--- src/rtl/dpm_pkg.sv ---
// Purpose: Shared constants and types of the direct point move logic.
// Assumes: Registers are 32-bit words at byte addresses on a plain port.
// Notes: The position table holds seven entries of four fields each.
package dpm_pkg;

    // ----------------------------------------------------------------
    // Sizes
    // ----------------------------------------------------------------
    localparam int NUM_POS = 7;
    localparam int IDX_W = 3;
    localparam int ADDR_W = 8;
    localparam int DATA_W = 32;
    localparam int FLD_W = 16;

    // ----------------------------------------------------------------
    // Register map
    // ----------------------------------------------------------------
    localparam logic [7:0] ADDR_CTRL = 8'h00;
    localparam logic [7:0] ADDR_STATUS = 8'h04;
    localparam logic [7:0] ADDR_COORD = 8'h08;
    localparam logic [7:0] ADDR_BAND = 8'h0C;
    localparam int TBL_FLAG_BIT = 7;
    localparam int TBL_ENTRY_LSB = 4;
    localparam int TBL_FIELD_LSB = 2;
    localparam logic [1:0] FLD_POSITION = 2'h0;
    localparam logic [1:0] FLD_SPEED = 2'h1;
    localparam logic [1:0] FLD_ACCEL = 2'h2;
    localparam logic [1:0] FLD_DECEL = 2'h3;

    // ----------------------------------------------------------------
    // Field positions and reset values
    // ----------------------------------------------------------------
    localparam int CTRL_PATTERN_BIT = 0;
    localparam int STAT_IDX_LSB = 0;
    localparam int STAT_HOME_BIT = 4;
    localparam int STAT_BUSY_BIT = 5;
    localparam int STAT_ARR_LSB = 8;
    localparam logic [31:0] BAND_RST = 32'h0000_000A;
    localparam logic [31:0] COORD_HOME = 32'h0000_0000;
    localparam logic [15:0] RATED_SPEED = 16'h01F4;
    localparam logic [15:0] RATED_ACCEL = 16'h001E;
    localparam logic [2:0] IDX_REAR = 3'h0;
    localparam logic [2:0] IDX_FRONT = 3'h1;
    localparam logic [2:0] IDX_MID = 3'h2;
    localparam int THREE_PT_CNT = 3;

    // Speed is in mm/s; acceleration and deceleration in 0.01 G steps.
    typedef struct packed {
        logic [31:0] position;
        logic [15:0] speed;
        logic [15:0] accel;
        logic [15:0] decel;
    } dpm_entry_t;

    typedef struct packed {
        logic start;
        logic home;
        logic [2:0] entry;
        logic [31:0] target;
        logic [15:0] speed;
        logic [15:0] accel;
        logic [15:0] decel;
    } dpm_motion_t;

    typedef enum logic {
        PAT_SEVEN,
        PAT_THREE
    } dpm_pattern_t;

endpackage : dpm_pkg

--- src/rtl/dpm_direct_move.sv ---
// Purpose: Discrete command inputs and arrival outputs for direct point moves.
// Assumes: Command pins and encoder pins are asynchronous to clk.
// Notes: The motion stage executes the move and reports the home mark.
//
// Summary of operation
// RL1: Seven positions, each own input and output.
// RL2: Input n starts move to entry n.
// RL3: Output n asserted on reaching entry n.
// RL4: Host raises only the one wanted input.
// RL5: Host avoids push moves in three-point pattern.
// RL6: Arrival judged from encoder-derived coordinate count.
// RL7: Speed from entry field, default rated.
// RL8: Ramps from entry fields, default rated.
// RL9: Three-point inputs target entries zero to two.
// RL10: Rear command before homing homes first.
// RL11: New move clears all arrival outputs.
//
// Decided for this implementation: strobed register access and the register addresses.
`timescale 1ns/1ps
module dpm_direct_move (
    input wire logic clk,
    input wire logic sys_rst,
    input wire logic [7:0] reg_addr,
    input wire logic [31:0] reg_wdata,
    input wire logic reg_wr,
    input wire logic reg_rd,
    output logic [31:0] reg_rdata,
    input wire logic [6:0] direct_move_cmd,
    input wire logic enc_a,
    input wire logic enc_b,
    input wire logic home_mark,
    output dpm_pkg::dpm_motion_t motion,
    output logic [6:0] arrived_flag,
    output logic rear_end_detected,
    output logic front_end_detected,
    output logic midpoint_detected,
    output logic home_done
);

    typedef enum logic [1:0] {
        S_IDLE,
        S_LOAD,
        S_HOME,
        S_MOVE
    } dpm_state_t;

    dpm_state_t state_r;
    dpm_state_t state_nxt;
    dpm_pkg::dpm_pattern_t pattern_r;
    dpm_pkg::dpm_entry_t entry_q;
    dpm_pkg::dpm_motion_t motion_nxt;
    logic [6:0] cmd_s1_r, cmd_s2_r, cmd_prev_r;
    logic [2:0] enc_s1_r, enc_s2_r;
    logic enc_a_prev_r, enc_b_prev_r, home_prev_r;
    logic [31:0] coord_r;
    logic [31:0] band_r;
    logic [31:0] target_r;
    logic [2:0] pend_idx_r;
    logic [6:0] arrived_r;
    logic [6:0] arrived_nxt;
    logic home_done_r;
    logic [31:0] stat_q_r;
    logic tbl_sel_r;
    logic [6:0] cmd_rise, cmd_ok;
    logic [2:0] acc_idx;
    logic accept, home_rise, in_pos;
    logic enc_step, enc_up;
    logic signed [32:0] pos_err;
    logic [32:0] pos_abs;
    logic is_tbl, tbl_ok;
    logic [2:0] tbl_idx;
    logic [1:0] tbl_fld;
    logic [31:0] stat_word;
    logic [31:0] tbl_q;

    // ----------------------------------------------------------------
    // Input synchronisers
    // ----------------------------------------------------------------
    // The pipelines run through reset, so a pin level held across reset is no false edge.
    always_ff @(posedge clk) begin
        cmd_s1_r <= direct_move_cmd;
        cmd_s2_r <= cmd_s1_r;
        cmd_prev_r <= cmd_s2_r;
        enc_s1_r <= {home_mark, enc_b, enc_a};
        enc_s2_r <= enc_s1_r;
        enc_a_prev_r <= enc_s2_r[0];
        enc_b_prev_r <= enc_s2_r[1];
        home_prev_r <= enc_s2_r[2];
    end

    // ----------------------------------------------------------------
    // Command decode
    // ----------------------------------------------------------------
    assign cmd_rise = cmd_s2_r & ~cmd_prev_r; // RL2
    assign home_rise = enc_s2_r[2] & ~home_prev_r;

    generate
        for (genvar g = 0; g < dpm_pkg::NUM_POS; g++) begin : g_cmd
            if (g < dpm_pkg::THREE_PT_CNT) begin : g_low
                // Before homing, the three-point pattern takes only the rear command.
                assign cmd_ok[g] = cmd_rise[g] & ((pattern_r == dpm_pkg::PAT_SEVEN) |
                                   home_done_r | (g == 0)); // RL9 RL10
            end else begin : g_high
                assign cmd_ok[g] = cmd_rise[g] & (pattern_r == dpm_pkg::PAT_SEVEN); // RL1 RL9
            end
        end
    endgenerate

    always_comb begin
        acc_idx = 3'h0;
        for (int i = dpm_pkg::NUM_POS - 1; i >= 0; i--) begin
            if (cmd_ok[i]) begin
                acc_idx = i[2:0];
            end
        end
    end

    assign accept = (|cmd_ok) && (state_r == S_IDLE || state_r == S_MOVE); // RL2

    // ----------------------------------------------------------------
    // Coordinate count from the quadrature encoder
    // ----------------------------------------------------------------
    assign enc_step = (enc_s2_r[0] ^ enc_a_prev_r) ^ (enc_s2_r[1] ^ enc_b_prev_r);
    assign enc_up = enc_s2_r[0] ^ enc_b_prev_r;

    always_ff @(posedge clk) begin
        if (sys_rst) begin
            coord_r <= dpm_pkg::COORD_HOME;
        end else if (state_r == S_HOME && home_rise) begin
            coord_r <= dpm_pkg::COORD_HOME;
        end else if (enc_step) begin
            coord_r <= enc_up ? coord_r + 32'h0000_0001 : coord_r - 32'h0000_0001; // RL6
        end
    end

    assign pos_err = $signed({coord_r[31], coord_r}) - $signed({target_r[31], target_r});
    assign pos_abs = pos_err[32] ? 33'(-pos_err) : 33'(pos_err);
    assign in_pos = (pos_abs <= {1'b0, band_r}); // RL6

    // ----------------------------------------------------------------
    // Move sequencer
    // ----------------------------------------------------------------
    always_comb begin
        state_nxt = state_r;
        arrived_nxt = arrived_r;
        motion_nxt = motion;
        motion_nxt.start = 1'b0;
        motion_nxt.home = 1'b0;
        case (state_r)
            S_LOAD: begin
                if (!home_done_r) begin
                    motion_nxt.home = 1'b1; // RL10
                    state_nxt = S_HOME;
                end else begin
                    motion_nxt.start = 1'b1; // RL2
                    motion_nxt.entry = pend_idx_r;
                    motion_nxt.target = entry_q.position; // RL2
                    motion_nxt.speed = entry_q.speed; // RL7
                    motion_nxt.accel = entry_q.accel; // RL8
                    motion_nxt.decel = entry_q.decel; // RL8
                    state_nxt = S_MOVE;
                end
            end
            S_HOME: begin
                if (home_rise) begin
                    state_nxt = S_LOAD; // RL10
                end
            end
            S_MOVE: begin
                if (in_pos) begin
                    arrived_nxt = 7'(1 << pend_idx_r); // RL3 RL11
                    state_nxt = S_IDLE;
                end
            end
            default: begin
                state_nxt = S_IDLE;
            end
        endcase
        if (accept) begin
            arrived_nxt = 7'h00; // RL11
            state_nxt = S_LOAD;
        end
    end

    always_ff @(posedge clk) begin
        if (sys_rst) begin
            state_r <= S_IDLE;
            arrived_r <= 7'h00;
            motion <= '0;
            pend_idx_r <= 3'h0;
            target_r <= 32'h0000_0000;
            home_done_r <= 1'b0;
        end else begin
            state_r <= state_nxt;
            arrived_r <= arrived_nxt;
            motion <= motion_nxt;
            if (accept) begin
                pend_idx_r <= acc_idx;
            end
            if (motion_nxt.start) begin
                target_r <= entry_q.position;
            end
            if (state_r == S_HOME && home_rise) begin
                home_done_r <= 1'b1;
            end
        end
    end

    assign arrived_flag = (pattern_r == dpm_pkg::PAT_SEVEN) ? arrived_r : 7'h00; // RL1 RL3
    assign rear_end_detected = (pattern_r == dpm_pkg::PAT_THREE) & arrived_r[0]; // RL9
    assign front_end_detected = (pattern_r == dpm_pkg::PAT_THREE) & arrived_r[1]; // RL9
    assign midpoint_detected = (pattern_r == dpm_pkg::PAT_THREE) & arrived_r[2]; // RL9
    assign home_done = home_done_r;

    // ----------------------------------------------------------------
    // Register port
    // ----------------------------------------------------------------
    assign is_tbl = reg_addr[dpm_pkg::TBL_FLAG_BIT];
    assign tbl_idx = reg_addr[dpm_pkg::TBL_ENTRY_LSB +: 3];
    assign tbl_fld = reg_addr[dpm_pkg::TBL_FIELD_LSB +: 2];
    assign tbl_ok = is_tbl && (tbl_idx < 3'(dpm_pkg::NUM_POS)) && (reg_addr[1:0] == 2'h0);
    assign stat_word = (reg_addr == dpm_pkg::ADDR_CTRL) ? {31'h0, pattern_r} :
                       (reg_addr == dpm_pkg::ADDR_STATUS) ?
                       ({17'h0, arrived_r, 2'h0, (state_r != S_IDLE), home_done_r,
                         1'b0, pend_idx_r}) :
                       (reg_addr == dpm_pkg::ADDR_COORD) ? coord_r :
                       (reg_addr == dpm_pkg::ADDR_BAND) ? band_r : 32'h0000_0000;

    always_ff @(posedge clk) begin
        if (sys_rst) begin
            pattern_r <= dpm_pkg::PAT_SEVEN;
            band_r <= dpm_pkg::BAND_RST;
            stat_q_r <= 32'h0000_0000;
            tbl_sel_r <= 1'b0;
        end else begin
            if (reg_wr && reg_addr == dpm_pkg::ADDR_CTRL) begin
                pattern_r <= dpm_pkg::dpm_pattern_t'(reg_wdata[dpm_pkg::CTRL_PATTERN_BIT]);
            end
            if (reg_wr && reg_addr == dpm_pkg::ADDR_BAND) begin
                band_r <= reg_wdata;
            end
            stat_q_r <= reg_rd ? stat_word : 32'h0000_0000;
            tbl_sel_r <= reg_rd && tbl_ok;
        end
    end

    assign reg_rdata = tbl_sel_r ? tbl_q : stat_q_r;

    dpm_pos_table u_table (
        .clk(clk),
        .sys_rst(sys_rst),
        .wr_en(reg_wr && tbl_ok),
        .wr_idx(tbl_idx),
        .wr_fld(tbl_fld),
        .wr_data(reg_wdata),
        .bus_idx(tbl_idx),
        .bus_fld(tbl_fld),
        .bus_q(tbl_q),
        .mv_idx(accept ? acc_idx : pend_idx_r),
        .mv_q(entry_q)
    );
endmodule : dpm_direct_move

--- src/rtl/dpm_pos_table.sv ---
// Purpose: Position table memory with a bus port and a move-load port.
// Assumes: Writes touch one field of one entry at a time.
// Notes: Both read ports return data from a register one cycle later.
`timescale 1ns/1ps
module dpm_pos_table #(
    parameter int DEPTH = dpm_pkg::NUM_POS,
    parameter logic [15:0] DEF_SPEED = dpm_pkg::RATED_SPEED,
    parameter logic [15:0] DEF_ACCEL = dpm_pkg::RATED_ACCEL
) (
    input wire logic clk,
    input wire logic sys_rst,
    input wire logic wr_en,
    input wire logic [2:0] wr_idx,
    input wire logic [1:0] wr_fld,
    input wire logic [31:0] wr_data,
    input wire logic [2:0] bus_idx,
    input wire logic [1:0] bus_fld,
    output logic [31:0] bus_q,
    input wire logic [2:0] mv_idx,
    output dpm_pkg::dpm_entry_t mv_q
);

    dpm_pkg::dpm_entry_t mem [DEPTH];
    dpm_pkg::dpm_entry_t bus_ent;
    logic [31:0] bus_word;

    assign bus_ent = mem[bus_idx];
    assign bus_word = (bus_fld == dpm_pkg::FLD_POSITION) ? bus_ent.position :
                      (bus_fld == dpm_pkg::FLD_SPEED) ? {16'h0000, bus_ent.speed} :
                      (bus_fld == dpm_pkg::FLD_ACCEL) ? {16'h0000, bus_ent.accel} :
                      {16'h0000, bus_ent.decel};

    // ----------------------------------------------------------------
    // Storage, reset to rated speed and rated ramps
    // ----------------------------------------------------------------
    always_ff @(posedge clk) begin
        for (int i = 0; i < DEPTH; i++) begin
            if (sys_rst) begin
                mem[i].position <= 32'h0000_0000;
                mem[i].speed <= DEF_SPEED; // RL7
                mem[i].accel <= DEF_ACCEL; // RL8
                mem[i].decel <= DEF_ACCEL; // RL8
            end else if (wr_en && wr_idx == i[2:0]) begin
                case (wr_fld)
                    dpm_pkg::FLD_POSITION: mem[i].position <= wr_data;
                    dpm_pkg::FLD_SPEED: mem[i].speed <= wr_data[15:0];
                    dpm_pkg::FLD_ACCEL: mem[i].accel <= wr_data[15:0];
                    default: mem[i].decel <= wr_data[15:0];
                endcase
            end
        end
    end

    always_ff @(posedge clk) begin
        if (sys_rst) begin
            bus_q <= 32'h0000_0000;
            mv_q <= '0;
        end else begin
            bus_q <= bus_word;
            mv_q <= mem[mv_idx];
        end
    end

endmodule : dpm_pos_table

--- config.mk ---
export PLATFORM = sky130hd
export DESIGN_NAME = dpm_direct_move
export DESIGN_NICKNAME = d
export VERILOG_FILES = /design/src/rtl/dpm_pkg.sv /design/src/rtl/dpm_direct_move.sv /design/src/rtl/dpm_pos_table.sv
export SDC_FILE = /design/constraint.sdc
export NUM_CORES = 2
export LEC_CHECK = 0
export CAP_MARGIN = 30
export CORE_ASPECT_RATIO = 0.6
export CORE_UTILIZATION = 38
export DETAILED_ROUTE_END_ITERATION = 10
export DONT_BUFFER_PORTS = 1
export GPL_TIMING_DRIVEN = 0
export MAX_ROUTING_LAYER = met4
export SYNTH_ARGS = -nofsm -noshare
export SYNTH_HDL_FRONTEND = slang
export SYNTH_SLANG_ARGS = --single-unit
export TNS_END_PERCENT = 1
--- constraint.sdc ---
create_clock -name clk -period 5.3 [get_ports clk]
set_input_delay 1.59 -clock clk [delete_from_list [all_inputs] [get_ports clk]]
set_output_delay 1.59 -clock clk [all_outputs]
set_load 0.02 [all_outputs]
Yosys cells after proc, flatten, opt, wreduce, memory -nomap -nowiden
Memory sizes are Yosys's and may differ from the RTL's. A register that Yosys moved wholly into a read port is not among the register bits.
Cells that the tools add are included.
Storage, ports and cells
  flip-flop bits (word level): 290
  RAM bits: 560
  bits of input ports: 54
  output and inout bits: 128
  logic and storage cells: 284
  memories: 1
Cells by class
  add/sub/neg operators: 4
  order comparisons: 2
  equality and inequality tests: 18
  shifts and indexed selects: 1
  multiplexer cells: 146
  bitwise gates (word level): 49
  reductions and logical operators: 34
Memory list
  u_table.mem: depth 7, bits a word 80, read ports 2, clocked after memory_dff 1, write ports 7, line dpm_pos_table.sv:23  | dpm_pkg::dpm_entry_t mem [DEPTH];
Operator list (count)
  $mux 32: 13
  $mux 16: 22
  $mux 1: 95
  $mux 85: 1
  $mux 83: 1
  $le 33x32->1: 1
  $mux 33: 1
  $neg 33->33: 1
  $sub 32x32->33: 1
  $add 32x1->32 const B: 1
  $sub 32x1->32 const B: 1
  $or 1x1->1: 29
  $mux 3: 8
  $eq 8x4->1 const B: 2
  $logic_and 1x1->1: 15
  $mux 15: 1
  $and 1x1->1: 10
  $eq 3x3->1 const B: 3
  $eq 8x3->1 const B: 1
  $logic_not 8->1: 1
  $reduce_and 2->1: 4
  $reduce_or 2->1: 4
  $and 7x7->7: 1
  $mux 7: 1
  20 further kinds: 36

Depth between registers and ports, before layout
  depth in word-level cells: 11
  mapped depth: 26
  mapped depth without buffers: 26

Cells and area by module
A second synthesis with hierarchy kept.
Second synthesis, totals
  cell total of the unflattened synthesis: 4311
  area total of the unflattened synthesis: 46628.5 sq um
Modules (own cells, without submodules)
  dpm_pos_table: instances 1, cells an instance 2547, area an instance 32932.8 sq um, sequential area each 19058.3 sq um
  dpm_direct_move: instances 1, cells an instance 1764, area an instance 13695.6 sq um, sequential area each 4524.3 sq um

Worst setup path before layout
No wires, ideal clock.
  path type: in2reg
  start: in reg_addr[1]
  end: mem u_table.mem[6][48] in the netlist's numbering, enable pin
  library setup time: 0.466 ns
  arrival time: 5.103 ns
  required time: 4.834 ns
  slack: -0.269 ns
  cell stages on the path: 7
  buffers on the path: 1
  path through: nor2_1 > nand2_1 > a31oi_1 > nand3_1 > or3b_2 > clkbuf_1 > o21ai_0
RTL lines
  from (decl): line dpm_direct_move.sv:23  | input wire logic [7:0] reg_addr,
  to (decl): line dpm_pos_table.sv:23

==> key figures <==
Timing
  – RSZ-0062 raised after global routing: yes
  – Setup WS post-layout: -452 ps
  – Setup_tns: -3600 ps
  – Final hold slack: ~330 ps
  – Max Slew Vio Count: 0
  – Final number of setup-violating endpoints: 14
  – Slew HR: 0.242
  – Worst Skew: about 40 ps
  – Final worst path period share: 1.09
  – Measured slew at the worst slew-check pin: 1140 ps
  – Hold Fails Final Rpt: 0
  – Maximum clock frequency: around 0.17 GHz
  – Period minus WS final: about 5800 ps

Yosys
  – Synth top cells by count: nand2_1, edfxtp_1, and2_1
  – Cell variety after synth: 93
  – Post-synth top area cell: edfxtp_1
  – Synth Cell Area: 45700 um2
  – Sequential area share after synthesis: 0.516
  – Post-synthesis async set-or-reset flop share: 0
  – Mean Syn Cell Area: 11.1 um2
  – Top cell type's share of synthesized area: 0.368
  – Top cells by area, synth: edfxtp_1, dfxtp_1, mux4_2
  – Top_reg_cell synth: edfxtp_1
  – Flops & latches, synth: about 900
  – Post-Syn Instances: roughly 4100
  – Post-synth EDFFs: between 500 and 600
  – Syn_nets: 4282
  – Most frequent cell after synthesis: nand2_1
  – Yosys Warn Count: 0

Finish
  – Area growth, synth to finish: 16.1%
  – Final nets: approximately 4500
  – Fin area: 53000 um2
  – Layout cells sized above 1: 0.149
  – Post-layout util: 0.445

Clock network
  – CTS sink cnt: approximately 900
  – Num CTS Buffers: 93
  – Max Buffers Root-to-Sink: 3
  – Root buffer cell: clkbuf_16
  – H-tree Lvls: 3
  – Hold Buf Count CTS: 0
  – Clock latency on the worst-skew pair: approximately 730 ps
  – Reg clk slew, reported paths: 70 ps
  – TritonCTS clock tree: done

Floorplanning
  – I/O Pins: 182
  – Initial core utilization: 0.383
  – Core Box Area: ~120000 um2
  – Die Width: between 400 and 500 um
  – Die H: around 270 um
  – Row count: just under 100
  – DIE AREA: 122000 um2

Place
  – I/O Buffers: 0
  – GP Congestion: 1.06
  – Cell Area, Placed: between 40000 and 50000 um2
  – DPL Wire Length: around 140000 um

Global route
  – Vias in the first global route: 32343
  – Initial antenna violation count: 30
  – First-pass GRT wire length: between 200000 and 300000 um
  – Largest net degree at the start of global routing: 27
  – GRT Total Usage: 0.301
  – Total congestion overflow: 0

Critical path
  – CP Launch Type: register
  – Crit-path max FO: 5
  – Req. time, crit path: between 5000 and 6000 ps
  – CP endpoint kind: register
  – Worst EP arrival: roughly 6400 ps
  – CP Class: reg -> reg

Power and ir drop
  – LEAKAGE: roughly 19 nW
  – Clock share of power: 0.305
  – Sw frac: 0.345
  – Seq pwr share: 0.355
  – Pwr/cell area: ~440 nW/um2
  – Comb pwr share: 0.340
  – Worst IR drop on VDD: about 300 uV
  – Switching pwr: between 7 and 8 mW
  – Cell Int Power: about 15 mW

Routing
  – Post-route ant nets: 0
  – Vias/cell: 5.89
  – WL per Instance: 30.2 um
  – # DRC: 0
  – 1st-iter DRT viols: 5673
  – Drt first pass iters: 6
  – Drt total wl: about 180000 um
  – Via count: ~36000

Run status
  – Failing checks: setup timing
  – Status: finished, violations left

Min path
  – HP Class: reg -> reg

Job
  – Max Cap Violations: 0
-- worst max-delay path, stage by stage (launching register included) --
cell        delay (ps)
dfxtp_4            450
clkinvlp_4         220
ha_4               290
a21o_4             240
a221o_1            380
nor2_4             180
a211oi_1           120
a211oi_2           470
xor2_1             250
nor3b_4            290
nor2b_2            250
nand2_1            100
nand2_1            100
xor2_1             180
ha_1               270
a21o_1             180
a21o_1             150
a21oi_1            120
nor2b_1             70
o21ai_2            130
o2111ai_2          140
o221ai_4           140
o311ai_4           180
buf_4              170
or4b_1             470
a21oi_2            120
-- power groups by stage --
stage	clock network [mW]	logic, mW	registers, mW
6_report	7.04	7.86	8.20
3_3_place_gp	0	6.60	8.34
5_1_grt	7.31	8.40	8.24
4_1_cts	7.05	7.27	8.18
2_1_floorplan	0	4.70	8.20
3_5_place_dp	0	6.78	8.33
-- cell usage in the layout (no fill, tap or decap), drive strengths merged, types with 20 or more instances in the layout --
master  count
a22oi      21
or3       112
nor2b      30
mux2i     197
dfxtp     338
diode      22
nand3      20
nand2b     21
inv        90
nand2     578
clkbuf    394
mux4      193
a21o       45
edfxtp    560
xor2       25
clkinv     26
xnor2      48
ha        100
buf       161
a21oi     229
and2      477
mux2       44
nor2      157
o21ai     325
-- flip-flops by register name, summed over array words and instances (netlist names), 2 cells and up --
signal and count:
arrived_r 7, band_r 32, cmd_prev_r 7, cmd_s1_r 7, cmd_s2_r 7, coord_r 32, enc_s1_r 3, enc_s2_r 3
motion 85, pend_idx_r 3, stat_q_r 32, state_r 2, u_table.bus_q 32, u_table.mem 560, u_table.mv_q 80
-- path summary, 6_finish.rpt --
path                                start                   endpoint  slack, ps  depth (start not counted)
setup / recovery  motion[57]$_SDFFE_PP0P_  arrived_r[4]$_SDFFE_PP0P_       -450                         25
hold / removal        cmd_s1_r[6]$_DFF_P_        cmd_s2_r[6]$_DFF_P_        330                          0
setup reg to reg  motion[57]$_SDFFE_PP0P_  arrived_r[4]$_SDFFE_PP0P_       -450                         25
hold reg to reg       cmd_s1_r[6]$_DFF_P_        cmd_s2_r[6]$_DFF_P_        330                          0
-- metrics by stage --
step           instances  power (mW)  setup WS (ps)
6_report            6027        23.1           -452
5_1_grt             6021        24.0           -649
4_1_cts             5993        22.5           -475
3_5_place_dp        5800        15.1          -1820
3_3_place_gp        5726        14.9          -3000
2_1_floorplan       4126        12.9           -245
-- kinds of logic after synthesis --
group,synth area share
AO/OA/AOI/OAI,0.0931
XOR/XNOR,0.0142
AND/OR/NAND/NOR,0.165
multiplexers,0.149
buffers and inverters,0.0337
adder cells (fa/ha/maj),0.0283
flip-flops,0.516
-- routing by layer --
layer,vias up,routed length [um],track usage
met1,17825,80600,0.443
met3,249,27100,0.116
met2,2214,69400,0.377
li1,15226,-,-
met4,0,4840,0.0763
met5,-,0,-
-- what timing repair did --
action	CTS	global route
resized for setup	86	44
setup endpoints to repair	9	10
pin swaps	37	23
buffers inserted	24	7
endpoints found under the hold margin	0	0
-- cell type report --
class | instances | area, um2
antenna | 22 | 55.1
clock inverter | 40 | 435
buffer | 312 | 1200
clock buffer | 132 | 2800
inverter | 89 | 345
tap | 1600 | 2000
timing repair buffer | 111 | 1410
multi-input combinational | 2823 | 21100
sequential | 898 | 23600
fill | 11013 | 66200
Power figures use the tool's default switching activity.
